**config.mk**
```make
export PLATFORM = sky130hd
export DESIGN_NAME = link_ack_nak
export DESIGN_NICKNAME = d
export VERILOG_FILES = /design/src/verilog/link_ack_pkg.sv /design/src/verilog/seq_fifo.sv /design/src/verilog/link_ack_nak.sv
export SDC_FILE = /design/constraint.sdc
export NUM_CORES = 1
export LEC_CHECK = 0
export BUFFER_PORTS_ARGS = -buffer_cell sky130_fd_sc_hd__buf_2
export CAP_MARGIN = 0
export CORE_ASPECT_RATIO = 0.75
export CORE_MARGIN = 4
export CORE_UTILIZATION = 56
export CTS_CLUSTER_SIZE = 30
export DETAILED_ROUTE_END_ITERATION = 12
export HOLD_SLACK_MARGIN = 0.15
export MAX_ROUTING_LAYER = met4
export PLACE_DENSITY = 0.88
export SLEW_MARGIN = 20
export SYNTH_ARGS = -nofsm -noshare
export SYNTH_HDL_FRONTEND = slang
export SYNTH_SLANG_ARGS = --single-unit
```
**constraint.sdc**
```tcl
create_clock -name clk_sys -period 13.6 [get_ports clk_sys]
set_input_delay 4.08 -clock clk_sys [delete_from_list [all_inputs] [get_ports clk_sys]]
set_output_delay 4.08 -clock clk_sys [all_outputs]
set_load 0.02 [all_outputs]
```
**src/verilog/link_ack_pkg.sv**
```systemverilog
package link_ack_pkg;
    localparam int SEQ_W = 12;
    localparam logic [11:0] SEQ_RESET = 12'h000;
    localparam logic [11:0] SEQ_ONE = 12'h001;
    localparam logic [11:0] ACKED_RESET = 12'hFFF;
    localparam logic [11:0] DUP_WINDOW = 12'h800;
    localparam int FIFO_DEPTH = 16;
    localparam int FIFO_W = 12;
    localparam logic [15:0] TIMER_RESET = 16'h0000;
    localparam logic [15:0] TIMER_MAX = 16'hFFFF;
    localparam logic [3:0] FAIR_LIMIT = 4'hF;
    // control packet type codes
    localparam logic [7:0] DLLP_ACK = 8'h01;
    localparam logic [7:0] DLLP_NAK = 8'h02;
    localparam logic [7:0] DLLP_FC = 8'h03;
    localparam logic [7:0] DLLP_PM = 8'h04;
    // grant bit positions, highest priority first
    localparam int GNT_N = 7;
    localparam int GNT_NAK = 0;
    localparam int GNT_ACK = 1;
    localparam int GNT_FCM = 2;
    localparam int GNT_REPLAY = 3;
    localparam int GNT_TLP = 4;
    localparam int GNT_FCO = 5;
    localparam int GNT_OTHER = 6;
    localparam logic [6:0] LOW_CLASSES = 7'h60;
    typedef enum logic [1:0] {
        ARB_IDLE = 2'b01,
        ARB_WAIT = 2'b10
    } arb_state_t;
endpackage

```
**src/verilog/seq_fifo.sv**
```systemverilog
`timescale 1ns/1ps
`default_nettype none
module seq_fifo #(
    parameter int WIDTH = 12,
    parameter int DEPTH = 16
) (
    // clock and reset
    input wire logic clk_sys,
    input wire logic rst_n,
    // fill side
    input wire logic inValid,
    output logic inReady,
    input wire logic [WIDTH-1:0] inData,
    // drain side
    output logic outValid,
    input wire logic outReady,
    output logic [WIDTH-1:0] outData
);
    localparam int AW = $clog2(DEPTH);
    logic [WIDTH-1:0] mem [DEPTH];
    logic [AW-1:0] wrPtr, rdPtr, next_wrPtr, next_rdPtr;
    logic [AW:0] count, next_count;
    logic push, pop;

    // flags come from the count flop, so full and empty are exact
    assign inReady = (count != (AW+1)'(DEPTH));
    assign outValid = (count != '0);
    assign outData = mem[rdPtr];
    assign push = inValid && inReady;
    assign pop = outValid && outReady;

    // pointer and count update
    always_comb begin
        next_wrPtr = push ? wrPtr + 1'b1 : wrPtr;
        next_rdPtr = pop ? rdPtr + 1'b1 : rdPtr;
        next_count = count + (AW+1)'(push) - (AW+1)'(pop);
    end

    always_ff @(posedge clk_sys or negedge rst_n) begin
        if (!rst_n) begin
            wrPtr <= '0;
            rdPtr <= '0;
            count <= '0;
        end else begin
            wrPtr <= next_wrPtr;
            rdPtr <= next_rdPtr;
            count <= next_count;
        end
    end

    // storage has no reset; only written words are ever read
    always_ff @(posedge clk_sys) begin
        if (push) begin
            mem[wrPtr] <= inData;
        end
    end
endmodule
`default_nettype wire

```
**src/verilog/link_ack_nak.sv**
```systemverilog
`timescale 1ns/1ps
`default_nettype none
module link_ack_nak (
    // clock and reset
    input wire logic clk_sys,
    input wire logic rst_n,
    // link state: low is the inactive state
    input wire logic linkActive,
    input wire logic rxError,
    // received control packets
    input wire logic dllpValid,
    input wire logic [7:0] dllpType,
    input wire logic [23:0] dllpBody,
    input wire logic [15:0] dllpCrcField,
    input wire logic [15:0] dllpCrcCalc,
    // received packets
    input wire logic tlpRxActive,
    input wire logic tlpEnd,
    input wire logic [11:0] tlpSeq,
    input wire logic tlpNullified,
    input wire logic [31:0] tlpCrcField,
    input wire logic [31:0] tlpCrcCalc,
    output logic tlpReady,
    // forwarding to the transaction layer
    output logic fwdValid,
    input wire logic fwdReady,
    output logic [11:0] fwdSeq,
    // control packets passed upward
    output logic fcValid,
    output logic [23:0] fcData,
    output logic pmValid,
    output logic [23:0] pmData,
    // transmit requests and arbitration
    input wire logic txTlpSent,
    input wire logic txDone,
    input wire logic fcMandReq,
    input wire logic tlpReq,
    input wire logic fcOtherReq,
    input wire logic otherReq,
    input wire logic [15:0] ackLatencyLimit,
    output logic [6:0] grant,
    output logic [11:0] replySequence,
    // status
    output logic [11:0] expectedRxSequence,
    output logic [11:0] lastAckedSequence,
    output logic retryEmpty,
    output logic purge,
    output logic replayTimerReset,
    output logic portError,
    output logic protocolError,
    output logic tlpMissing
);
    // lowest set bit of a request vector
    function automatic logic [6:0] pickFirst(input logic [6:0] req);
        pickFirst = req & (~req + 7'h01);
    endfunction

    // modulo-4096 distance between two sequence values
    function automatic logic [11:0] seqDist(input logic [11:0] a, input logic [11:0] b);
        seqDist = a - b;
    endfunction

    logic [11:0] nextTxSeq, next_nextTxSeq, next_lastAcked;
    logic next_retryEmpty, next_purge, next_replayTimerReset;
    logic next_fcValid, next_pmValid, next_protocolError;
    logic [23:0] next_fcData, next_pmData;
    logic dllpTake, dllpCrcBad, ackAccept, nakAccept, seqKnown;
    logic [11:0] ackSeq, outstanding, ackDist;

    assign dllpTake = dllpValid && !rxError;
    assign dllpCrcBad = dllpTake && (dllpCrcField != dllpCrcCalc);
    // only the sequence bits are looked at; reserved body bits never matter
    assign ackSeq = dllpBody[11:0];
    assign outstanding = seqDist(nextTxSeq - link_ack_pkg::SEQ_ONE, lastAckedSequence);
    assign ackDist = seqDist(ackSeq, lastAckedSequence);
    assign seqKnown = (ackDist <= outstanding);

    // control packet receive and retry bookkeeping, one packet per cycle
    always_comb begin
        next_fcValid = 1'b0;
        next_fcData = fcData;
        next_pmValid = 1'b0;
        next_pmData = pmData;
        next_protocolError = 1'b0;
        next_purge = 1'b0;
        next_replayTimerReset = 1'b0;
        next_lastAcked = lastAckedSequence;
        ackAccept = 1'b0;
        nakAccept = 1'b0;
        next_nextTxSeq = nextTxSeq + 12'(txTlpSent);
        if (dllpTake && !dllpCrcBad) begin
            case (dllpType)
                link_ack_pkg::DLLP_FC: begin
                    next_fcValid = 1'b1;
                    next_fcData = dllpBody;
                end
                link_ack_pkg::DLLP_PM: begin
                    next_pmValid = 1'b1;
                    next_pmData = dllpBody;
                end
                link_ack_pkg::DLLP_ACK, link_ack_pkg::DLLP_NAK: begin
                    if (!seqKnown) begin
                        next_protocolError = 1'b1;
                    end else begin
                        ackAccept = 1'b1;
                        nakAccept = (dllpType == link_ack_pkg::DLLP_NAK);
                        if (ackDist != link_ack_pkg::SEQ_RESET) begin
                            next_purge = 1'b1;
                            next_lastAcked = ackSeq;
                            next_replayTimerReset = 1'b1;
                        end
                    end
                end
                default: begin
                end
            endcase
        end
        if (!linkActive) begin
            next_nextTxSeq = link_ack_pkg::SEQ_RESET;
            next_lastAcked = link_ack_pkg::ACKED_RESET;
        end
        next_retryEmpty = (next_nextTxSeq - link_ack_pkg::SEQ_ONE == next_lastAcked);
    end

    always_ff @(posedge clk_sys or negedge rst_n) begin
        if (!rst_n) begin
            fcValid <= 1'b0;
            fcData <= '0;
            pmValid <= 1'b0;
            pmData <= '0;
            protocolError <= 1'b0;
            purge <= 1'b0;
            replayTimerReset <= 1'b0;
            lastAckedSequence <= link_ack_pkg::ACKED_RESET;
            nextTxSeq <= link_ack_pkg::SEQ_RESET;
            retryEmpty <= 1'b1;
        end else begin
            fcValid <= next_fcValid;
            fcData <= next_fcData;
            pmValid <= next_pmValid;
            pmData <= next_pmData;
            protocolError <= next_protocolError;
            purge <= next_purge;
            replayTimerReset <= next_replayTimerReset;
            lastAckedSequence <= next_lastAcked;
            nextTxSeq <= next_nextTxSeq;
            retryEmpty <= next_retryEmpty;
        end
    end

    logic [11:0] next_expected, rxDist;
    logic nakScheduled, next_nakScheduled, unackedFwd, next_unackedFwd;
    logic next_portError, next_tlpMissing, nakEvent, ackEvent, ackDue;
    logic pushValid, fifoInReady, fwdPop, tlpTake;
    logic [15:0] ackTimer, next_ackTimer;
    logic ackReq, nakReq;

    // error ends the packet, so a clashing end is not taken
    assign tlpTake = tlpEnd && !rxError;
    assign rxDist = seqDist(expectedRxSequence, tlpSeq);
    assign fwdPop = fwdValid && fwdReady;
    assign ackDue = linkActive && unackedFwd && !nakScheduled && !ackReq && (ackTimer >= ackLatencyLimit);

    // packet receive checks and reply scheduling
    always_comb begin
        next_expected = expectedRxSequence;
        next_nakScheduled = nakScheduled;
        next_portError = dllpCrcBad;
        next_tlpMissing = 1'b0;
        nakEvent = 1'b0;
        ackEvent = 1'b0;
        pushValid = 1'b0;
        if (rxError && tlpRxActive) begin
            nakEvent = !nakScheduled;
        end else if (tlpTake) begin
            if (tlpNullified) begin
                if (tlpCrcField != ~tlpCrcCalc) begin
                    next_portError = 1'b1;
                    nakEvent = !nakScheduled;
                end
            end else if (tlpCrcField != tlpCrcCalc) begin
                next_portError = 1'b1;
                nakEvent = !nakScheduled;
            end else if (tlpSeq != expectedRxSequence) begin
                if (rxDist <= link_ack_pkg::DUP_WINDOW) begin
                    ackEvent = 1'b1;
                end else if (!nakScheduled) begin
                    nakEvent = 1'b1;
                    next_tlpMissing = 1'b1;
                end
            end else if (fifoInReady) begin
                pushValid = 1'b1;
                next_expected = expectedRxSequence + link_ack_pkg::SEQ_ONE;
                next_nakScheduled = 1'b0;
            end
        end
        if (nakEvent) begin
            next_nakScheduled = 1'b1;
        end
        next_unackedFwd = (unackedFwd && !grant[link_ack_pkg::GNT_ACK]) || fwdPop;
        if (!next_unackedFwd || nakEvent || ackEvent || ackDue) begin
            next_ackTimer = link_ack_pkg::TIMER_RESET;
        end else if (ackTimer != link_ack_pkg::TIMER_MAX) begin
            next_ackTimer = ackTimer + 16'h0001;
        end else begin
            next_ackTimer = ackTimer;
        end
        if (!linkActive) begin
            next_expected = link_ack_pkg::SEQ_RESET;
            next_nakScheduled = 1'b0;
            next_unackedFwd = 1'b0;
            next_ackTimer = link_ack_pkg::TIMER_RESET;
        end
    end

    always_ff @(posedge clk_sys or negedge rst_n) begin
        if (!rst_n) begin
            expectedRxSequence <= link_ack_pkg::SEQ_RESET;
            nakScheduled <= 1'b0;
            unackedFwd <= 1'b0;
            ackTimer <= link_ack_pkg::TIMER_RESET;
            portError <= 1'b0;
            tlpMissing <= 1'b0;
            tlpReady <= 1'b0;
        end else begin
            expectedRxSequence <= next_expected;
            nakScheduled <= next_nakScheduled;
            unackedFwd <= next_unackedFwd;
            ackTimer <= next_ackTimer;
            portError <= next_portError;
            tlpMissing <= next_tlpMissing;
            tlpReady <= fifoInReady;
        end
    end

    // in-order sequences wait here until the transaction layer takes them
    seq_fifo #(
        .WIDTH(link_ack_pkg::FIFO_W),
        .DEPTH(link_ack_pkg::FIFO_DEPTH)
    ) fwdFifo (
        .clk_sys(clk_sys),
        .rst_n(rst_n),
        .inValid(pushValid),
        .inReady(fifoInReady),
        .inData(tlpSeq),
        .outValid(fwdValid),
        .outReady(fwdReady),
        .outData(fwdSeq)
    );

    link_ack_pkg::arb_state_t arbState, next_arbState;
    logic next_ackReq, next_nakReq, replayPending, next_replayPending;
    logic [6:0] req, pick, next_grant;
    logic [11:0] next_replySequence;
    logic [3:0] fairCount, next_fairCount;

    // priority order; new packets are held back while a replay waits
    assign req = {otherReq, fcOtherReq, tlpReq && !replayPending, replayPending && !retryEmpty,
                  fcMandReq, ackReq, nakReq};

    // transmit arbiter: one grant per finished transmission
    always_comb begin
        next_ackReq = ackReq;
        next_nakReq = nakReq;
        next_replayPending = replayPending;
        next_grant = '0;
        next_arbState = arbState;
        next_fairCount = fairCount;
        next_replySequence = replySequence;
        pick = pickFirst(req);
        // fairness for low classes, never ahead of replies
        if (fairCount == link_ack_pkg::FAIR_LIMIT && req[1:0] == 2'b00
            && (req & link_ack_pkg::LOW_CLASSES) != '0) begin
            pick = pickFirst(req & link_ack_pkg::LOW_CLASSES);
        end
        case (arbState)
            link_ack_pkg::ARB_IDLE: begin
                if (req != '0) begin
                    next_grant = pick;
                    next_arbState = link_ack_pkg::ARB_WAIT;
                    if ((pick & link_ack_pkg::LOW_CLASSES) != '0) begin
                        next_fairCount = '0;
                    end else if ((req & link_ack_pkg::LOW_CLASSES) != '0 && fairCount != link_ack_pkg::FAIR_LIMIT) begin
                        next_fairCount = fairCount + 4'h1;
                    end
                end
            end
            link_ack_pkg::ARB_WAIT: begin
                if (txDone) begin
                    next_arbState = link_ack_pkg::ARB_IDLE;
                end
            end
            default: begin
                next_arbState = link_ack_pkg::ARB_IDLE;
            end
        endcase
        if (next_grant[link_ack_pkg::GNT_NAK] || next_grant[link_ack_pkg::GNT_ACK]) begin
            next_replySequence = expectedRxSequence - link_ack_pkg::SEQ_ONE;
        end
        // clear first so a same-cycle schedule wins
        if (next_grant[link_ack_pkg::GNT_ACK]) begin
            next_ackReq = 1'b0;
        end
        if (next_grant[link_ack_pkg::GNT_NAK]) begin
            next_nakReq = 1'b0;
        end
        if (next_grant[link_ack_pkg::GNT_REPLAY] || retryEmpty) begin
            next_replayPending = 1'b0;
        end
        if (ackEvent || ackDue) begin
            next_ackReq = 1'b1;
        end
        if (nakEvent) begin
            next_nakReq = 1'b1;
        end
        if (nakAccept) begin
            next_replayPending = 1'b1;
        end
        if (!linkActive) begin
            next_ackReq = 1'b0;
            next_nakReq = 1'b0;
            next_replayPending = 1'b0;
        end
    end

    always_ff @(posedge clk_sys or negedge rst_n) begin
        if (!rst_n) begin
            arbState <= link_ack_pkg::ARB_IDLE;
            grant <= '0;
            ackReq <= 1'b0;
            nakReq <= 1'b0;
            replayPending <= 1'b0;
            fairCount <= '0;
            replySequence <= link_ack_pkg::SEQ_RESET;
        end else begin
            arbState <= next_arbState;
            grant <= next_grant;
            ackReq <= next_ackReq;
            nakReq <= next_nakReq;
            replayPending <= next_replayPending;
            fairCount <= next_fairCount;
            replySequence <= next_replySequence;
        end
    end
endmodule
`default_nettype wire

```
==> results.yml, run 1 <==
layout:
  finalNetCount: 1973
  multiInputGateArea_mm2: 0.00752
  fill_cells: 2237
  syn_to_final_growth_pct: 17.2
  final_cell_mix: "buf_2, edfxtp_1, nand2_1"
  seqCellArea_mm2: 0.00956
  layout.cells.non_filler: 2147
  drive_above_1_share_pct: 26.3
  fin_util_pct: 67.3
  final_common_cell: "buf_2"
pwr:
  power_per_cell_area_mw_per_mm2: 139
  p_leak_nw: 8.91
  ir_worst_vdd_mv: 0.105
clock_tree:
  h-tree-depth: 2
  post_cts_buffers: 0
  clock-root-buffer: "clkbuf_16"
  clock_sinks: 343
  clock_latency_ns: 0.55
  numCtsBuffers: 35
  cts.path.max_buffers: 3
  clk_pin_slew_worst_paths_ns: 0.06
  tritoncts: "done"
  cts_resized: 0
  ctsHoldBuffers: 0
global_route:
  grt_use_total_pct: 27.5
  grt_pass1_wl_um: 71800
  antenna_found_initial: 0
  overflow: 0
  grt_pass1_vias: 13000
  grt_max_degree: 85
worst_setup_path:
  worstSetupEndpointType: "register"
  critPathSlowestCell: "a31oi_2"
  r2r-start: "lastAckedSequence[0]$_DFF_PN1_"
  cp.depth: 20
  arrival_ns: 8.91
  path_class: "in -> reg"
  crit_chain: "buf_2 -> inv_1 -> ha_1 -> fa_1 -> and3b_1 -> o21ai_1 -> and3_1 -> or3_1 -> nand2_1 -> ha_1 -> a21oi_1 -> nand2_1 -> a21o_1 -> o31a_1 -> nand3b_1 -> a31oi_2 -> mux2i_1 -> a211oi_1 -> nand4b_1 -> a2111oi_2"
  critPathLaunch: "dllpBody[0]"
  crit_buf_inv: 2
  critPathMaxStageDelay_ns: 0.73
  cp_max_fo: 18
  crit_family: "compound AO/OA/AOI/OAI gates"
  ff2ff_setup_slack_ns: 7.45
  cp-endpoint: "retryEmpty$_DFF_PN1_"
  start_kind: "input port"
  crit_required_ns: 14.02
  worstRegToRegCells: 24
  r2r-end: "retryEmpty$_DFF_PN1_"
placed_design:
  dp_hpwl_um: 33300
  gp_congestion: 0.952
  dpl.cell_count: 2082
  place.port_buffers: 283
floorplan:
  rows: 55
  pin_count: 284
  dieArea_mm2: 0.0342
  die_y_um: 161
  core_mm2: 0.0305
  start_util_pct: 57.5
  die_x_um: 212
logic_synthesis:
  synth_compound_area_share_pct: 8.05
  synth_adder_area_share_pct: 5.98
  yosys.area_share.xor_xnor_pct: 6.05
  synth_edf_count: 192
  yosysSeqAreaShare_pct: 54.6
  syn-cell-area_mm2: 0.0175
  avgSynthCellArea_um2: 12.2
  synth_top_family_by_area: "simple AND/OR/NAND/NOR gates"
  ys_types: 78
  yosysWarningCount: 0
  synth-seq-cells: 343
  synth_mux_area_share_pct: 9.33
  syn_nets: 1687
  ys_async_sr_fraction_pct: 44.0
  syn_inst: 1434
  synthFlopType: "edfxtp_1"
  synth-simple-area-share_pct: 13.3
sta:
  rsz0062_at_grt: "false"
  slew_headroom_pct: 33.1
  final_hold_viol_count: 0
  setup_tns_ns: 0
  tightest_slew_ns: 1.00
  period_share_pct: 62.4
  period_minus_slack_ns: 8.49
  skew_ns: 0.0345
  finalMaxSlewViolations: 0
  setup_viol: 0
  fmax_ghz: 0.118
detailed_routing:
  drc: 0
  drtIter0Drc: 1277
  drt-total-wl_um: 46200
  first_pass_iters: 7
  vias_per_cell: 6.00
  ant_nets: 0
  dr_total_vias: 12900
  wire_per_inst_um: 21.5
hold_path:
  worstHoldPathType: "reg -> reg"
job:
  drv_cap: 0
outcome:
  status: "finished clean"
[synth_stat cells, types with 31 or more instances]
cell / count / share of area [%]
nand2_1: 161 / 3.4
xor2_1: 55 / 2.7
inv_1: 80 / 1.7
edfxtp_1: 192 / 33
a21oi_1: 40 / 1.1
ha_1: 79 / 5.6
nand3_1: 31 / 0.89
mux4_2: 60 / 7.7
nor3_1: 42 / 1.2
dfrtp_1: 137 / 20
xnor2_1: 66 / 3.3
o21ai_0: 50 / 1.4
nor2_1: 74 / 1.6
nand4_1: 39 / 1.4
[cells by family (layout without fill, tap and decap cells)]
logic type	count (synthesis)	after routing
adder cells (fa/ha/maj)	82	82
AO/OA/AOI/OAI	210	210
AND/OR/NAND/NOR	467	467
XOR/XNOR	121	121
multiplexers	86	86
buffers and inverters	125	438
flip-flops	343	343
other	0	1
[report_power, final]
group / internal [mW] / switching [mW]
logic: 0.321 / 0.364
clock network: 0.543 / 0.410
registers: 1.15 / 0.0695
[worst min path at each step]
stage	cells past startpoint	slack [ns]	to	start
6_report	2	0.46	fcData[17]$_DFFE_PN0P_	fcData[17]$_DFFE_PN0P_
5_1_grt	2	0.50	fcData[20]$_DFFE_PN0P_	fcData[20]$_DFFE_PN0P_
4_1_cts	2	0.47	fcData[17]$_DFFE_PN0P_	fcData[17]$_DFFE_PN0P_
3_5_place_dp	2	0.45	fcData[17]$_DFFE_PN0P_	fcData[17]$_DFFE_PN0P_
3_3_place_gp	2	0.45	fcData[17]$_DFFE_PN0P_	fcData[17]$_DFFE_PN0P_
2_1_floorplan	1	0.49	fairCount[0]$_DFFE_PN0P_	fairCount[0]$_DFFE_PN0P_
[flip-flops by register name (all words and copies together) (netlist names), 4 cells and up]
register            cells
ackTimer               16
fwdFifo.wrPtr           4
lastAckedSequence      12
fairCount               4
fwdFifo.mem           192
nextTxSeq              12
expectedRxSequence     12
fcData                 24
fwdFifo.rdPtr           4
fwdFifo.count           5
pmData                 24
replySequence          12
grant                   7
[layer usage]
metal,track usage (%),up-vias,share of wire (%),routed length (um)
li1,-,5872,-,-
met1,38.3,6325,42,19300
met2,42.7,591,48,22000
met3,4.70,88,8.2,3770
met4,7.14,0,2.6,1180
met5,-,-,0,0
[worst register-to-register path, delay by kind of cell (launching register included)]
kind                       cells  cell delay [ns]
AOI/OAI and AO/OA             13             3.38
xor gates and xnor gates       1             0.20
adders and majority gates      3             0.98
buffers and inverters          1             0.08
DFF                            1             0.59
muxes                          1             0.23
and+or+nand+nor                5             0.61
[cell type report]
| cell class | instances | share of cell area, % |
|---|---|---|
| repair buffers | 294 | 7.33 |
| inverters | 80 | 1.46 |
| multi-input cells | 966 | 36.6 |
| diodes | 1 | 0.0122 |
| flip-flops and latches | 343 | 46.6 |
| clock inverters | 14 | 0.798 |
| clock buffers | 50 | 4.74 |
| well taps | 399 | 2.43 |
[per-stage QoR]
stage / cell area (um2) / setup slack [ns] / total power [mW] / hold WS, ns
floorplan: 17500 / 5.69 / 1.70 / 0.485
global placement: 19400 / 4.80 / 1.90 / 0.446
detailed placement: 19400 / 4.68 / 1.93 / 0.452
CTS: 20500 / 5.24 / 2.88 / 0.466
global route: 20500 / 4.91 / 2.99 / 0.496
finish: 20500 / 5.11 / 2.86 / 0.458
(Power assumes the default switching activity.)
==> run 2, diff against run 1 <==
--- a/config.mk
+++ b/config.mk
@@ -9,12 +9,12 @@
 export CAP_MARGIN = 0
 export CORE_ASPECT_RATIO = 0.75
 export CORE_MARGIN = 4
-export CORE_UTILIZATION = 56
+export CORE_UTILIZATION = 52
 export CTS_CLUSTER_SIZE = 30
 export DETAILED_ROUTE_END_ITERATION = 12
 export HOLD_SLACK_MARGIN = 0.15
 export MAX_ROUTING_LAYER = met4
-export PLACE_DENSITY = 0.88
+export PLACE_DENSITY = 0.86
 export SLEW_MARGIN = 20
 export SYNTH_ARGS = -nofsm -noshare
 export SYNTH_HDL_FRONTEND = slang
==> constraint.sdc (replaced) <==
create_clock -name clk_sys -period 7.1 [get_ports clk_sys]
set_input_delay 2.13 -clock clk_sys [delete_from_list [all_inputs] [get_ports clk_sys]]
set_output_delay 2.13 -clock clk_sys [all_outputs]
set_load 0.02 [all_outputs]
==> run 2 against run 1 <==
Net effect: cell count increased by 2.0%; clock power increased by 100%; hold slack improved by 0.010 ns; worst setup slack got worse by 4.0 ns; die area increased by 7.3%; first-iteration DRC count increased by 4.8%; largest cell class unchanged.
==> results.yml, run 2 (synthesis results as in run 1) <==
outcome:
  status: "finished clean"
placed_design:
  gp_congestion: 0.950
  place.port_buffers: 283
  dp_slack_ns: 0.646
  dp_hpwl_um: 34200
  placed_cell_area_mm2: 0.0195
clock_tree:
  clock_latency_ns: 0.54
  cts.path.max_buffers: 3
  tritoncts: "done"
  ctsHoldBuffers: 0
  clock_sinks: 343
  numCtsBuffers: 35
  clk_pin_slew_worst_paths_ns: 0.07
  h-tree-depth: 2
  clock-root-buffer: "clkbuf_16"
  post_cts_buffers: 0
  cts_resized: 0
sta:
  finalMaxSlewViolations: 0
  whs_ns: 0.468
  skew_ns: 0.0148
  setup_tns_ns: 0
  fmax_ghz: 0.167
  period_minus_slack_ns: 5.98
  slew_headroom_pct: 25.2
  layout_setup_ws_ns: 1.12
  period_share_pct: 84.3
  final_hold_viol_count: 0
  setup_viol: 0
  rsz0062_at_grt: "false"
  tightest_slew_ns: 1.12
layout:
  top_register: "fwdFifo.mem"
  fill_cells: 2480
  largest_reg_flops: 192
  final_common_cell: "buf_2"
  syn_to_final_growth_pct: 17.9
  drive_above_1_share_pct: 26.8
  final_cell_area_mm2: 0.0207
  top_regs: "fwdFifo.mem x192, fcData x24, pmData x24"
  final_cell_mix: "buf_2, edfxtp_1, nand2_1"
  finalNetCount: 1976
  fin_util_pct: 63.0
floorplan:
  die_y_um: 167
  core_mm2: 0.0328
  dieArea_mm2: 0.0367
  die_x_um: 220
  rows: 57
  pin_count: 284
  start_util_pct: 53.4
worst_setup_path:
  cp_max_fo: 6
  critPathLaunch: "dllpBody[0]"
  worstSetupEndpointType: "register"
  r2r-start: "lastAckedSequence[0]$_DFF_PN1_"
  arrival_ns: 6.42
  path_class: "in -> reg"
  crit_required_ns: 7.53
  start_kind: "input port"
detailed_routing:
  drtIter0Drc: 1338
  drc: 0
  first_pass_iters: 5
  drt-total-wl_um: 48400
  vias_per_cell: 5.89
  wire_per_inst_um: 22.1
  ant_nets: 0
  dr_total_vias: 12900
global_route:
  overflow: 0
  grt_max_degree: 102
  grt_pass1_vias: 13100
  grt_use_total_pct: 27.0
  grt_pass1_wl_um: 74500
  antenna_found_initial: 0
pwr:
  ir_worst_vdd_mv: 0.219
  p_leak_nw: 8.96
  power_per_cell_area_mw_per_mm2: 271
hold_path:
  hp-start: "fcData[12]$_DFFE_PN0P_"
  worstHoldPathType: "reg -> reg"
job:
  drv_cap: 0
==> run 2: changes by cell type in the layout (fill, tap and decap cells not counted), moves of 2 or more <==
cell / delta
buf_4: +3
bufinv_16: +3
clkbuf_1: -7
clkinvlp_4: +3
inv_16: +2
==> run 2: report_power, final <==
group / total [mW] / switching (mW) / internal, mW
Clock: 1.94 / 0.808 / 1.14
Sequential: 2.35 / 0.147 / 2.20
Combinational: 1.31 / 0.692 / 0.618
Total: 5.60 / 1.65 / 3.95
==> run 2: path summary, 6_finish.rpt <==
kind	depth (start not counted)	slack, ns	to
setup / recovery	20	1.12	retryEmpty$_DFF_PN1_
hold / removal	2	0.47	fcData[12]$_DFFE_PN0P_
setup reg to reg	24	1.59	retryEmpty$_DFF_PN1_
min in group asynchronous	1	1.68	fcData[11]$_DFFE_PN0P_
max in group asynchronous	2	4.08	fwdFifo.rdPtr[0]$_DFFE_PN0P_
hold reg to reg	2	0.47	fcData[12]$_DFFE_PN0P_
==> run 2: final cells by class <==
| class | instances | area, um2 | area share (%) |
|---|---|---|---|
| tap | 442 | 553 | 2.68 |
| sequential | 343 | 9560 | 46.3 |
| inverter | 80 | 300 | 1.45 |
| multi-input combinational | 966 | 7510 | 36.4 |
| timing repair buffer | 297 | 1530 | 7.40 |
| clock buffer | 42 | 932 | 4.51 |
| antenna | 1 | 2.50 | 0.0121 |
| clock inverter | 20 | 268 | 1.30 |
==> run 2: critical path: stages <==
cell and delay (ns):
buf_2 0.08, inv_1 0.10, ha_1 0.25, fa_1 0.43, and3b_1 0.26, o21ai_1 0.10
and3_1 0.17, or3_1 0.35, nand2_1 0.08, ha_1 0.25, a21oi_1 0.15, nand2_1 0.07
a21o_1 0.17, o31a_1 0.34, nor2_1 0.43, o311ai_0 0.22, o211ai_1 0.20, xnor2_1 0.09
nand4b_1 0.19, a2111oi_2 0.34
==> run 2: routing by layer <==
metal  GRT usage (%)  part of all wire [%]  vias to the layer above  wire, um
li1                -                     -                     5884         -
met1            36.2                    42                     6431     20400
met2            42.9                    49                      517     23500
met3            5.68                   7.4                       77      3600
met4            5.76                   1.9                        0       913
met5               -                     0                        -         0
==> run 2: metrics by stage <==
stage | power, mW | instances
finish | 5.60 | 2191
global route | 5.85 | 2190
CTS | 5.64 | 2190
detailed placement | 3.69 | 2128
global placement | 3.65 | 2128
floorplan | 3.26 | 1434
==> run 3, diff against run 2 <==
==> constraint.sdc (replaced) <==
create_clock -name clk_sys -period 5.4 [get_ports clk_sys]
set_input_delay 1.62 -clock clk_sys [delete_from_list [all_inputs] [get_ports clk_sys]]
set_output_delay 1.62 -clock clk_sys [all_outputs]
set_load 0.02 [all_outputs]
==> run 3 against run 2 <==
Net effect: register-to-register slack got worse by 1.4 ns; routed wire length rose by 0.52%; clock power grew 22%; via count rose by 1.9%; non-clock buffer count rose by 51; utilization rose by 1.1 points; cell count rose by 2.3%; critical endpoint unchanged; worst setup slack worse by 0.99 ns; sequential cell count is the same; design area up 1.8%.
==> results.yml, run 3 (synthesis results as in run 1) <==
layout:
  layout.cells.non_filler: 2241
  final_cell_area_mm2: 0.0210
  seqCellArea_mm2: 0.00957
  final_cell_mix: "buf_2, edfxtp_1, nand2_1"
  fill_cells: 2495
  finalNetCount: 2027
  top_register: "fwdFifo.mem"
  multiInputGateArea_mm2: 0.00754
  antennaDiodeCount: 0
  syn_to_final_growth_pct: 20.0
  largest_reg_flops: 192
  drive_above_1_share_pct: 29.0
  final_common_cell: "buf_2"
  top_regs: "fwdFifo.mem x192, fcData x24, pmData x24"
detailed_routing:
  drtIter0Drc: 1321
  ant_nets: 0
  vias_per_cell: 5.87
  first_pass_iters: 6
  drc: 0
  dr_total_vias: 13100
  wire_per_inst_um: 21.7
  drt-total-wl_um: 48600
worst_setup_path:
  start_kind: "input port"
  r2r-end: "retryEmpty$_DFF_PN1_"
  r2r-start: "lastAckedSequence[0]$_DFF_PN1_"
  path_class: "in -> reg"
  ff2ff_setup_slack_ns: 0.15
  arrival_ns: 5.70
  crit_required_ns: 5.83
  cp_max_fo: 4
  worstRegToRegCells: 24
  worstSetupEndpointType: "register"
sta:
  final_hold_viol_count: 0
  whs_ns: 0.461
  finalMaxSlewViolations: 0
  setup_tns_ns: 0
  tightest_slew_ns: 1.11
  fmax_ghz: 0.190
  slew_headroom_pct: 26.0
  skew_ns: 0.0124
  setup_viol: 0
  period_minus_slack_ns: 5.27
  period_share_pct: 97.6
global_route:
  grt_use_total_pct: 27.3
  grt_max_degree: 110
  overflow: 0
  antenna_found_initial: 0
  grt_pass1_wl_um: 75300
  grt_pass1_vias: 13200
clock_tree:
  clock_latency_ns: 0.54
  h-tree-depth: 2
  numCtsBuffers: 35
  tritoncts: "done"
  clock-root-buffer: "clkbuf_16"
  clk_pin_slew_worst_paths_ns: 0.06
  cts.path.max_buffers: 3
  clock_sinks: 343
pwr:
  ir_worst_vdd_mv: 0.291
  switching_share_pct: 29.8
  p_leak_nw: 9.20
  clkPwrFrac_pct: 32.8
  p_seq_share_pct: 43.3
  finalPower_mw: 7.22
  power_per_cell_area_mw_per_mm2: 343
  power.switching_mw: 2.15
  combPwrFrac_pct: 23.9
  p_int_mw: 5.07
floorplan:
  core_mm2: 0.0328
  die_x_um: 220
  dieArea_mm2: 0.0367
  start_util_pct: 53.4
  pin_count: 284
  rows: 57
  die_y_um: 167
outcome:
  status: "finished clean"
placed_design:
  dpl.cell_count: 2176
  dp_hpwl_um: 35600
  placed_cell_area_mm2: 0.0199
  place.port_buffers: 283
  gp_congestion: 0.962
hold_path:
  min_to: "fcData[18]$_DFFE_PN0P_"
  worstHoldPathType: "reg -> reg"
  hold_path_depth: 2
  hp-start: "fcData[18]$_DFFE_PN0P_"
job:
  drv_cap: 0
[run 3: changes by cell type in the layout (fill, tap and decap cells not counted), sizes merged]
cell,delta
clkbuf,+4
clkinvlp,-2
buf,+50
diode,-1
bufinv,-3
inv,-3
clkinv,+5
[run 3: what timing repair did]
action	in CTS	in global routing
setup buffers	0	3
setup endpoints to repair	0	1
hold buffers	0	0
gates resized for setup	0	8
[run 3: metal layers]
| layer | GRT usage [%] | routed length, um |
|---|---|---|
| met5 | - | 0 |
| met4 | 7.61 | 1320 |
| met3 | 5.10 | 3890 |
| met2 | 42.9 | 23400 |
| met1 | 37.0 | 19900 |
[run 3: area by class of cell]
cell class	instances	share of cell area, %
Sequential cell	343	45.5
Multi-Input combinational cell	966	35.9
Timing Repair Buffer	348	9.33
Clock buffer	45	4.44
Tap cell	442	2.63
Inverter	80	1.43
Clock inverter	17	0.815
[run 3: metrics by stage]
step,worst slack [ns],util [%]
floorplan,0.0194,-
global placement,-0.290,60.6
detailed placement,-0.361,60.6
CTS,0.0928,63.9
global route,-0.0189,64.1
finish,0.129,64.1
[run 3: how the worst max path moves through the flow]
stage                                    from                    to  slack (ns)  depth (start not counted)
2_1_floorplan                     dllpBody[0]  retryEmpty$_DFF_PN1_        0.02                         19
3_3_place_gp                      dllpBody[0]  retryEmpty$_DFF_PN1_       -0.29                         20
3_5_place_dp                      dllpBody[0]  retryEmpty$_DFF_PN1_       -0.36                         20
4_1_cts        lastAckedSequence[0]$_DFF_PN1_  retryEmpty$_DFF_PN1_        0.09                         24
5_1_grt        lastAckedSequence[1]$_DFF_PN1_  retryEmpty$_DFF_PN1_       -0.02                         22
6_report                          dllpBody[0]  retryEmpty$_DFF_PN1_        0.13                         20
[run 3: critical path, cell delays in order]
cell and delay, ns:
buf_2 0.08, inv_1 0.06, ha_1 0.23, fa_1 0.41, and3b_1 0.24, o21ai_1 0.09
and3_1 0.16, o21ai_1 0.26, nand2_2 0.11, ha_1 0.33, a21oi_1 0.16, nand2_1 0.06
a21o_1 0.18, o31a_1 0.30, nand3b_1 0.25, a31oi_4 0.26, o211ai_1 0.19, xnor2_1 0.18
nand4b_1 0.19, a2111oi_2 0.34
[run 3: power by group through the flow]
stage / sequential [mW] / combinational [mW] / clock [mW]
final: 3.13 / 1.72 / 2.36
after global routing: 3.16 / 1.87 / 2.54
after CTS: 3.14 / 1.74 / 2.41
after detailed placement: 3.18 / 1.73 / 0
after global placement: 3.17 / 1.69 / 0
after floorplan: 3.07 / 1.21 / 0
